### src/rtl/ssb_pkg.sv
package ssb_pkg;
    localparam int unsigned DATA_W   = 8;
    localparam int unsigned ADDR_W   = 6;
    localparam int unsigned BITSEL_W = 3;

    // opcode field width, accumulator reset value and data constants
    localparam int unsigned OP_W     = 4;
    localparam logic [7:0]  ACC_RST  = 8'h00;
    localparam logic [7:0]  ALL_ONES = 8'hff;
    localparam logic [7:0]  ONE      = 8'h01;

    // control and status register offsets (byte addresses on the register bus)
    localparam logic [11:0] OFS_CTRL  = 12'h000;
    localparam logic [11:0] OFS_ACC   = 12'h004;
    localparam logic [11:0] OFS_FLAGS = 12'h008;
    localparam logic [11:0] OFS_STAT  = 12'h00c;

    // flag bit positions inside the flags register
    localparam int unsigned FLAG_C  = 0;
    localparam int unsigned FLAG_AUX_CARRY = 1;
    localparam int unsigned FLAG_Z         = 2;
    localparam int unsigned FLAG_OVERFLOW  = 3;

    // skip cost in machine cycles
    localparam int unsigned SKIP_CYCLES   = 2;
    localparam int unsigned NOSKIP_CYCLES = 1;

    typedef enum logic [OP_W-1:0] {
        SSB_OP_NONE,
        SSB_OP_SUB_WITH_BORROW_TO_ACC,
        SSB_OP_SUB_WITH_BORROW_TO_MEM,
        SSB_OP_SUB_MEM_TO_ACC,
        SSB_OP_SUBTRACT_TO_MEM,
        SSB_OP_SUB_IMM_TO_ACC,
        SSB_OP_DEC_SKIP_ZERO_MEM,
        SSB_OP_DEC_SKIP_ZERO_ACC,
        SSB_OP_INC_SKIP_ZERO_MEM,
        SSB_OP_INC_SKIP_ZERO_ACC,
        SSB_OP_SET_BYTE,
        SSB_OP_SET_BIT,
        SSB_OP_SKIP_IF_BIT_ONE,
        SSB_OP_SWAP_NIBBLES,
        SSB_OP_ROTATE_RIGHT_CARRY_TO_ACC
    } ssb_op_t;

    typedef struct packed {
        logic                overflowFlag;
        logic                zeroFlag;
        logic                auxCarryFlag;
        logic                carryFlag;
    } ssb_flags_t;

    typedef struct packed {
        ssb_op_t             op;
        logic [ADDR_W-1:0]   addr;
        logic [BITSEL_W-1:0] bitSel;
        logic [DATA_W-1:0]   imm;
    } ssb_cmd_t;

    typedef struct packed {
        logic                we;
        logic [ADDR_W-1:0]   addr;
        logic [DATA_W-1:0]   wdata;
    } ssb_mem_wr_t;
endpackage

### src/rtl/ssb_adder.sv
`timescale 1ns/100ps
`default_nettype none
// a + b + cin with carry, half carry and signed overflow
module ssb_adder #(
    parameter int unsigned WIDTH = 8
) (
    input  wire logic [WIDTH-1:0] a,
    input  wire logic [WIDTH-1:0] b,
    input  wire logic             cin,
    output logic      [WIDTH-1:0] sum,
    output logic                  cout,
    output logic                  halfCarry,
    output logic                  overflow
);
    // refused at elaboration: the half carry needs an even split
    if (WIDTH < 8 || WIDTH % 2 != 0) begin
        $error("ssb_adder: WIDTH must be even and at least 8");
    end

    logic [WIDTH:0]   full;
    logic [WIDTH/2:0] low;

    assign full      = {1'b0, a} + {1'b0, b} + {{WIDTH{1'b0}}, cin};
    assign low       = {1'b0, a[WIDTH/2-1:0]} + {1'b0, b[WIDTH/2-1:0]}
                       + {{(WIDTH/2){1'b0}}, cin};
    assign sum       = full[WIDTH-1:0];
    assign cout      = full[WIDTH];
    assign halfCarry = low[WIDTH/2];
    // operands alike in sign, result of the other sign
    assign overflow  = (a[WIDTH-1] == b[WIDTH-1])
                       && (sum[WIDTH-1] != a[WIDTH-1]);
endmodule
`default_nettype wire

### src/rtl/ssb_datapath.sv
// Notes on behaviour
// - borrow subtract: acc + ~mem + carry to acc or memory, flags updated.
// - plain subtract: acc + ~mem + 1 to acc or memory, flags updated.
// - immediate subtract: acc + ~imm + 1 to acc, flags updated.
// - decrement-skip writes memory minus one back, skips on zero, no flags.
// - acc decrement-skip puts memory minus one in acc, skips on zero.
// - increment-skip writes memory plus one back, skips on zero, no flags.
// - acc increment-skip puts memory plus one in acc, skips on zero.
// - a skip flushes the prefetched instruction and adds one dummy cycle.
// - byte set writes all ones to the addressed byte, flags untouched.
// - bit set forces only the selected bit to one, rest and flags kept.
// - skip-if-bit-one skips on a set bit, memory and flags unchanged.
// - nibble swap exchanges the two halves of the byte and writes it back.
// - rotate-right-carry to acc: old carry to bit 7, bit 0 to carry.
//
// Local design decisions: the APB register port and the address map.
`timescale 1ns/100ps
`default_nettype none
module ssb_datapath #(
    parameter int unsigned DATA_W = ssb_pkg::DATA_W,
    parameter int unsigned ADDR_W = ssb_pkg::ADDR_W
) (
    input  wire logic                   clock,
    input  wire logic                   rst_n,
    // instruction issue from the fetch unit
    input  wire logic                   cmdValid,
    input  wire ssb_pkg::ssb_cmd_t      cmd,
    // operand read back from data memory for cmd.addr
    input  wire logic [DATA_W-1:0]      memRdata,
    // APB slave
    input  wire logic                   psel,
    input  wire logic                   penable,
    input  wire logic                   pwrite,
    input  wire logic [11:0]            paddr,
    input  wire logic [31:0]            pwdata,
    output logic      [31:0]            prdata,
    output logic                        pready,
    output logic                        pslverr,
    // results
    output ssb_pkg::ssb_mem_wr_t        memWr,
    output logic      [DATA_W-1:0]      acc,
    output ssb_pkg::ssb_flags_t         flags,
    output logic                        skipFlush,
    output logic                        busy
);
    // structs in the package fix the widths, so other values are refused
    if (DATA_W != ssb_pkg::DATA_W || ADDR_W != ssb_pkg::ADDR_W) begin
        $error("ssb_datapath: widths must match the package");
    end

    logic [DATA_W-1:0]   acc_q;
    logic [DATA_W-1:0]   acc_d;
    ssb_pkg::ssb_flags_t flags_q;
    ssb_pkg::ssb_flags_t flags_d;
    ssb_pkg::ssb_mem_wr_t memWr_q;
    ssb_pkg::ssb_mem_wr_t memWr_d;
    logic                skip_d;
    logic                skipFlush_q;
    logic                busy_q;
    logic                haltExec_q;
    logic [7:0]          skipCount_q;
    logic [7:0]          execCount_q;
    logic [31:0]         prdata_q;
    logic                pready_q;
    logic                pslverr_q;

    ssb_pkg::ssb_op_t    op;
    logic                accept;
    logic [DATA_W-1:0]   addB;
    logic                addCin;
    logic [DATA_W-1:0]   addSum;
    logic                addCout;
    logic                addHalf;
    logic                addOv;
    logic [DATA_W-1:0]   bitMask;

    assign op = cmd.op;
    // dummy cycle stalls acceptance of the next instruction
    assign accept = cmdValid && !busy_q && !haltExec_q;

    // subtraction as addition of complement
    always_comb begin
        addB   = ~memRdata;
        addCin = 1'b1;
        case (op)
            ssb_pkg::SSB_OP_SUB_WITH_BORROW_TO_ACC,
            ssb_pkg::SSB_OP_SUB_WITH_BORROW_TO_MEM: begin
                addCin = flags_q.carryFlag;
            end
            ssb_pkg::SSB_OP_SUB_IMM_TO_ACC: begin
                addB = ~cmd.imm;
            end
            default: begin
                addCin = 1'b1;
            end
        endcase
    end

    ssb_adder #(
        .WIDTH (DATA_W)
    ) u_adder (
        .a         (acc_q),
        .b         (addB),
        .cin       (addCin),
        .sum       (addSum),
        .cout      (addCout),
        .halfCarry (addHalf),
        .overflow  (addOv)
    );

    always_comb begin
        bitMask = '0;
        bitMask[cmd.bitSel] = 1'b1;
    end

    always_comb begin
        acc_d         = acc_q;
        flags_d       = flags_q;
        memWr_d       = '0;
        memWr_d.addr  = cmd.addr;
        memWr_d.wdata = memRdata;
        skip_d        = 1'b0;
        if (accept) begin
            case (op)
                ssb_pkg::SSB_OP_SUB_WITH_BORROW_TO_ACC,
                ssb_pkg::SSB_OP_SUB_MEM_TO_ACC,
                ssb_pkg::SSB_OP_SUB_IMM_TO_ACC: begin
                    acc_d = addSum;
                end
                ssb_pkg::SSB_OP_SUB_WITH_BORROW_TO_MEM,
                ssb_pkg::SSB_OP_SUBTRACT_TO_MEM: begin
                    memWr_d.we    = 1'b1;
                    memWr_d.wdata = addSum;
                end
                ssb_pkg::SSB_OP_DEC_SKIP_ZERO_MEM: begin
                    memWr_d.we    = 1'b1;
                    memWr_d.wdata = memRdata - ssb_pkg::ONE;
                    skip_d        = (memRdata == ssb_pkg::ONE);
                end
                ssb_pkg::SSB_OP_DEC_SKIP_ZERO_ACC: begin
                    acc_d  = memRdata - ssb_pkg::ONE;
                    skip_d = (memRdata == ssb_pkg::ONE);
                end
                ssb_pkg::SSB_OP_INC_SKIP_ZERO_MEM: begin
                    memWr_d.we    = 1'b1;
                    memWr_d.wdata = memRdata + ssb_pkg::ONE;
                    skip_d        = (memRdata == ssb_pkg::ALL_ONES);
                end
                ssb_pkg::SSB_OP_INC_SKIP_ZERO_ACC: begin
                    acc_d  = memRdata + ssb_pkg::ONE;
                    skip_d = (memRdata == ssb_pkg::ALL_ONES);
                end
                ssb_pkg::SSB_OP_SET_BYTE: begin
                    memWr_d.we    = 1'b1;
                    memWr_d.wdata = ssb_pkg::ALL_ONES;
                end
                ssb_pkg::SSB_OP_SET_BIT: begin
                    memWr_d.we    = 1'b1;
                    memWr_d.wdata = memRdata | bitMask;
                end
                ssb_pkg::SSB_OP_SKIP_IF_BIT_ONE: begin
                    skip_d = |(memRdata & bitMask);
                end
                ssb_pkg::SSB_OP_SWAP_NIBBLES: begin
                    memWr_d.we    = 1'b1;
                    memWr_d.wdata = {memRdata[3:0], memRdata[7:4]};
                end
                ssb_pkg::SSB_OP_ROTATE_RIGHT_CARRY_TO_ACC: begin
                    acc_d = {flags_q.carryFlag, memRdata[7:1]};
                    flags_d.carryFlag = memRdata[0];
                end
                default: begin
                    acc_d = acc_q;
                end
            endcase
            case (op)
                ssb_pkg::SSB_OP_SUB_WITH_BORROW_TO_ACC,
                ssb_pkg::SSB_OP_SUB_WITH_BORROW_TO_MEM,
                ssb_pkg::SSB_OP_SUB_MEM_TO_ACC,
                ssb_pkg::SSB_OP_SUBTRACT_TO_MEM,
                ssb_pkg::SSB_OP_SUB_IMM_TO_ACC: begin
                    flags_d.zeroFlag     = (addSum == '0);
                    flags_d.carryFlag    = addCout;
                    flags_d.auxCarryFlag = addHalf;
                    flags_d.overflowFlag = addOv;
                end
                default: begin
                    flags_d.zeroFlag = flags_d.zeroFlag;
                end
            endcase
        end
    end

    always_ff @(posedge clock) begin
        if (!rst_n) begin
            acc_q   <= ssb_pkg::ACC_RST;
            flags_q <= '0;
        end else begin
            acc_q   <= acc_d;
            flags_q <= flags_d;
        end
    end

    always_ff @(posedge clock) begin
        if (!rst_n) begin
            memWr_q <= '0;
        end else begin
            memWr_q <= memWr_d;
        end
    end

    // skip: flush pulse plus one dummy cycle where no issue is taken
    always_ff @(posedge clock) begin
        if (!rst_n) begin
            skipFlush_q <= 1'b0;
            busy_q      <= 1'b0;
        end else begin
            skipFlush_q <= skip_d;
            busy_q      <= skip_d;
        end
    end

    // counters visible to software, wrap silently
    always_ff @(posedge clock) begin
        if (!rst_n) begin
            skipCount_q <= '0;
            execCount_q <= '0;
        end else begin
            if (skip_d) begin
                skipCount_q <= skipCount_q + 8'h01;
            end
            if (accept) begin
                execCount_q <= execCount_q + 8'h01;
            end
        end
    end

    // APB: zero wait states, unmapped offsets answer with pslverr
    logic apbSetup;
    logic mapped;
    assign apbSetup = psel && !penable;
    assign mapped   = (paddr == ssb_pkg::OFS_CTRL)
                   || (paddr == ssb_pkg::OFS_ACC)
                   || (paddr == ssb_pkg::OFS_FLAGS)
                   || (paddr == ssb_pkg::OFS_STAT);

    always_ff @(posedge clock) begin
        if (!rst_n) begin
            pready_q  <= 1'b0;
            pslverr_q <= 1'b0;
            prdata_q  <= '0;
        end else begin
            pready_q  <= apbSetup;
            pslverr_q <= apbSetup && !mapped;
            prdata_q  <= '0;
            if (apbSetup && !pwrite) begin
                case (paddr)
                    ssb_pkg::OFS_CTRL:  prdata_q <= {31'h0, haltExec_q};
                    ssb_pkg::OFS_ACC:   prdata_q <= {24'h0, acc_q};
                    ssb_pkg::OFS_FLAGS: prdata_q <= {28'h0, flags_q};
                    ssb_pkg::OFS_STAT:  prdata_q <= {15'h0, busy_q,
                                                     skipCount_q, execCount_q};
                    default:            prdata_q <= '0;
                endcase
            end
        end
    end

    // software may halt issue; write takes effect in the access phase
    always_ff @(posedge clock) begin
        if (!rst_n) begin
            haltExec_q <= 1'b0;
        end else if (psel && penable && pready_q && pwrite
                     && paddr == ssb_pkg::OFS_CTRL) begin
            haltExec_q <= pwdata[0];
        end
    end

    assign prdata    = prdata_q;
    assign pready    = pready_q;
    assign pslverr   = pslverr_q;
    assign memWr     = memWr_q;
    assign acc       = acc_q;
    assign flags     = flags_q;
    assign skipFlush = skipFlush_q;
    assign busy      = busy_q;
endmodule
`default_nettype wire

### config.mk
export PLATFORM = sky130hd
export DESIGN_NAME = ssb_datapath
export DESIGN_NICKNAME = d
export VERILOG_FILES = /design/src/rtl/ssb_pkg.sv /design/src/rtl/ssb_adder.sv /design/src/rtl/ssb_datapath.sv
export SDC_FILE = /design/constraint.sdc
export NUM_CORES = 1
export LEC_CHECK = 0
export ABC_AREA = 1
export BUFFER_PORTS_ARGS = -buffer_cell sky130_fd_sc_hd__buf_2
export CAP_MARGIN = 15
export CORE_MARGIN = 4
export CORE_UTILIZATION = 35
export DETAILED_ROUTE_END_ITERATION = 8
export PLACE_DENSITY_LB_ADDON = 0.3
export SETUP_SLACK_MARGIN = 0.4
export SYNTH_ARGS = -nofsm -noshare
export SYNTH_HDL_FRONTEND = slang
export SYNTH_SLANG_ARGS = --single-unit
### constraint.sdc
create_clock -name clock -period 4.05 [get_ports clock]
set_input_delay 1.0125 -clock clock [delete_from_list [all_inputs] [get_ports clock]]
set_output_delay 1.0125 -clock clock [all_outputs]
set_load 0.03 [all_outputs]
# After elaboration in Yosys (flattened, before gate mapping)
# Cells that the tools add are included.
# word_totals
regBits	79
output_inout_bits	63
# classes
n_eq_ne	21
n_reduce_logical	36
order_cmp	2
mux	13
bitwise	4
add_sub_neg	8
# op_table
op	count
$pmux 17 s4	1
$pmux 8 s6	1
$pmux 8 s4	1
$eq 4x4->1 const B	7
$add 8x1->8 const B	3
$eq 12x4->1 const B	2
$eq 4x3->1 const B	4
$mux 8	2
$not 8->8	2
$eq 12x3->1 const B	1
$logic_not 12->1	1
$logic_and 1x1->1	11
$reduce_and 2->1	5
$add 8x8->9	1
$add 9x1->9	1
$and 8x8->8	1
$eq 4x2->1 const B	2
$eq 8x1->1 const B	1
$eq 8x8->1 const B	1
$logic_not 8->1	1
$or 8x8->8	1
$reduce_or 2->1	4
$reduce_or 8->1	1
$sub 8x1->8 const B	1
other kinds (17)	28

# Depth between registers and ports, before layout
# depth
depth_word	8
depth_mapped	18
mapped_depth_nobuf	17

# Cells and area by module
# From an unflattened synthesis, not the netlist that was laid out.
# unflattened
cells_unflattened	622
hier_area_um2	4121.5
# by_module_without_submodules
mod	instances	area_each_um2	cells_per_inst	seq_area_each_um2
ssb_datapath	1	3767.4	566	1281.2
ssb_adder	1	354.1	56	0.0

# Worst setup path before layout
# No wires, ideal clock.
# synth_path
path_type	input -> register
start	in cmd[20] in the netlist's numbering
end	reg memWr_q (netlist bit memWr[2])
setup_time_ns	0.127
setup_slack_ns	0.741
path_buffers	1
stages	12
required_ns	3.923
arrival_time_ns	3.182
path_cell_list	inv_2 nand2_1 inv_1 nand2_1 clkbuf_1 o21ai_0 fa_1 fa_1 xnor2_1 nor2_1 nor4_1 a21oi_1
# synth_between
elab_chain_len	6
word_cells_on_any_way	17
# synth_lines
item	line	rtl
start: declaration	ssb_datapath.sv:27	input wire ssb_pkg::ssb_cmd_t cmd,
$eq 4x3->1 (tied with other cells)	ssb_datapath.sv:85	case (op)
$mux 8 / $reduce_or 2->1 (equally long branches)	ssb_datapath.sv:85	
$add 8x8->9 / $mux 1 (equally long branches)	ssb_adder.sv:23, ssb_datapath.sv:85	
$add 9x1->9	ssb_adder.sv:23	assign full = {1'b0, a} + {1'b0, b} + {{WIDTH{1'b0}}, cin};
$pmux 8 s6 (*)	ssb_datapath.sv:124	case (op)
$mux 8 (*)	ssb_datapath.sv:123	if (accept) begin
end signal: assignment	ssb_datapath.sv:208	memWr_q <= memWr_d;
end: declaration	ssb_datapath.sv:55	ssb_pkg::ssb_mem_wr_t memWr_q;
# Mark *: on every way between the ends. The rest lies on a longest branch, timed or not.
# A chain may end at the register's enable or synchronous reset.

# Worst setup path in the final report
# Ends and elaborated chain as after synthesis.

==> flow_summary.yaml <==
drt:
  dr.pass1.iters: 5
  drt_iter0_markers: 340
  vias: 4368
  drtAntennaViolNets: 0
  wl_um: 12300
  drc: 0
  drt-wirelength-per-cell_um: 14.0
  viasPerCell: 4.96
final_layout:
  n_antenna_cell: 0
  instances_no_fill: 881
  drive_gt1_share_pct: 20.6
  multiInputGateArea_sq_mm: 0.00242
  n_fill_cell: 1275
  regArea_sq_mm: 0.00128
  num-nets-final: 826
  area_growth_syn_to_layout_pct: 20.0
clocking:
  cts_buffers: 9
  cts_tree: "built"
  clockRootBuffer: "clkbuf_16"
  postCtsResizedCells: 0
  cts_sinks: 64
  cts_setup_buffers: 0
  h-tree-depth: 3
  insertion_delay_ns: 0.32
  clock_path_buffers: 2
  hold_buffers: 0
  path_clk_slew_ns: 0.05
floorplanning:
  io_pins: 142
  fp.dieH_um: 117
  die_w_um: 117
  num_rows: 39
  die-area_sq_mm: 0.0138
  initial_core_util_pct: 36.2
  core_region_area_sq_mm: 0.0116
power:
  p_leak_nw: 2.42
  power_density_mw_per_mm2: 358
  vdd_drop_max_mv: 0.251
global_route:
  grt_usage_pct: 17.3
  grt_pass1_vias: 4029
  grt_pass1_wl_um: 19900
  grt_max_degree: 30
  grt_overflow_total: 0
  antenna_found_initial: 0
yosys:
  seq_area_frac_synth_pct: 30.6
  synth_top_area_share_pct: 30.6
  synth_mux_area_share_pct: 0
  synth_simple_gate_area_share_pct: 33.3
  yosys.area_share.xor_xnor_pct: 3.14
  ys_ff_latch: 64
  synth_edf_count: 0
  yosysTopAreaCell: "dfxtp_1"
  synth_top_family_by_area: "simple AND/OR/NAND/NOR gates"
  async_reset_ff_share_pct: 0
  synth.avg_cell_area_sq_um: 6.56
  synth_ff_type: "dfxtp_1"
  yosysWarnings: 0
  ys_top_cells_by_area: "dfxtp_1, nand2_1, inv_1"
  synth_cells: 639
  synth_area_sq_mm: 0.00419
  synth_cell_type_count: 41
  synth-compound-area-share_pct: 15.5
  synth_adder_area_share_pct: 4.54
timing:
  grt_setup_unrepaired: "no"
  fin_crit_sh_pct: 76.0
  finalWorstSetupSlack_ns: 0.974
  final_hold_viol_count: 0
  timing.final.crit_period_ns: 3.08
  fmax_mhz: 325
  tightest_slew_ns: 0.543
  slew_headroom_pct: 63.7
  setup_tns_ns: 0
  slew_viol_final: 0
  setup_viol_count_final: 0
  fin_skew_ns: 0.00499
placement:
  dp_hpwl_um: 9620
  gp_congestion: 0.929
  dp_cells: 865
  port_buffers: 95
  dp_slack_ns: 0.630
hold_path:
  hold_class: "reg2reg"
  worstHoldStart: "skipCount_q[7]"
critical_path:
  worstPathRequired_ns: 4.25
  startpoint: "cmd[20]"
  cp-end-kind: "flip-flop"
  r2r_slack_ns: 1.73
  worst-endpoint-arrival_ns: 3.28
  cp_max_fo: 5
  cp-start-kind: "input port"
  path_class: "in2reg"
  r2r-start: "flags[0]"
status:
  outcome: "finished clean"
job:
  cap_violations: 0
## critical path, stage by stage
cell,delay [ns]
buf_2,0.12
inv_2,0.06
nand2_1,0.13
inv_1,0.08
nand2_1,0.09
nand2_1,0.07
o21ai_0,0.11
fa_1,0.45
fa_1,0.44
xnor2_1,0.25
nor2_1,0.11
nor4_1,0.24
a21oi_1,0.10
## path summary, 6_finish.rpt
check | to | cells past startpoint
worst max-delay path | memWr[2] | 13
worst min register to register | skipCount_q[7] | 2
worst max register to register | memWr[2] | 8
worst min-delay path | skipCount_q[7] | 2
## synth_stat cells, drive strengths merged (2+ instances only)
master / n
nand3b: 6
buf: 24
or2: 3
xor2: 13
o22ai: 14
inv: 94
nor3: 18
nor4: 3
nand3: 50
clkbuf: 4
o21ai: 53
a31oi: 3
xnor2: 2
ha: 12
nand4: 14
a21oi: 40
fa: 2
dfxtp: 64
nor2: 82
nand2: 130
clkinv: 2
## routing by layer
metal,up-vias,part of all wire [%],track usage (%)
met5,-,0,0
met4,0,1.9,5.57
met3,22,7.0,3.13
met2,166,43,27.0
met1,1939,48,24.4
li1,2241,-,-
## metrics by stage
step	hold slack [ns]	instance area [sq um]	total power [mW]	util, %
detailed placement	0.455	4730	1.06	40.9
global route	0.497	5030	1.89	43.5
finish	0.464	5030	1.80	43.5
global placement	0.452	4730	1.06	40.9
CTS	0.463	5030	1.81	43.5
floorplan	0.441	4240	0.954	-
## power by group
| part | internal [mW] | total [mW] | switching (mW) |
|---|---|---|---|
| logic | 0.114 | 0.377 | 0.263 |
| clock network | 0.479 | 0.751 | 0.273 |
| registers | 0.652 | 0.672 | 0.0198 |
## flip-flops by register name, summed over array words and instances, names as in the netlist
name	flops
prdata	17
memWr	15
acc	8
execCount_q	8
skipCount_q	8
flags	4
busy	1
haltExec_q	1
pready	1
pslverr	1
## cells by family after synthesis
group | after synthesis
AOI/OAI and AO/OA | 114
xor gates and xnor gates | 15
adders and majority gates | 14
buffers and inverters | 124
DFF | 64
other | 1
and+or+nand+nor | 307
## layout by cell type (no fill, tap or decap), drive strengths merged, types with 14 or more instances in the layout
master / count
nor3: 18
o21ai: 53
o22ai: 14
nand4: 14
nand2: 130
a21oi: 40
dfxtp: 64
nor2: 82
buf: 97
nand3: 50
inv: 95
conb: 15
## area by class of cell
type / instances / share of cell area (%)
repair buffers: 97 / 9.75
clock inverters: 6 / 1.37
flip-flops and latches: 64 / 25.5
clock buffers: 10 / 4.55
well taps: 143 / 3.56
multi-input cells: 465 / 48.1
inverters: 96 / 7.17
Power figures use the tool's default switching activity.
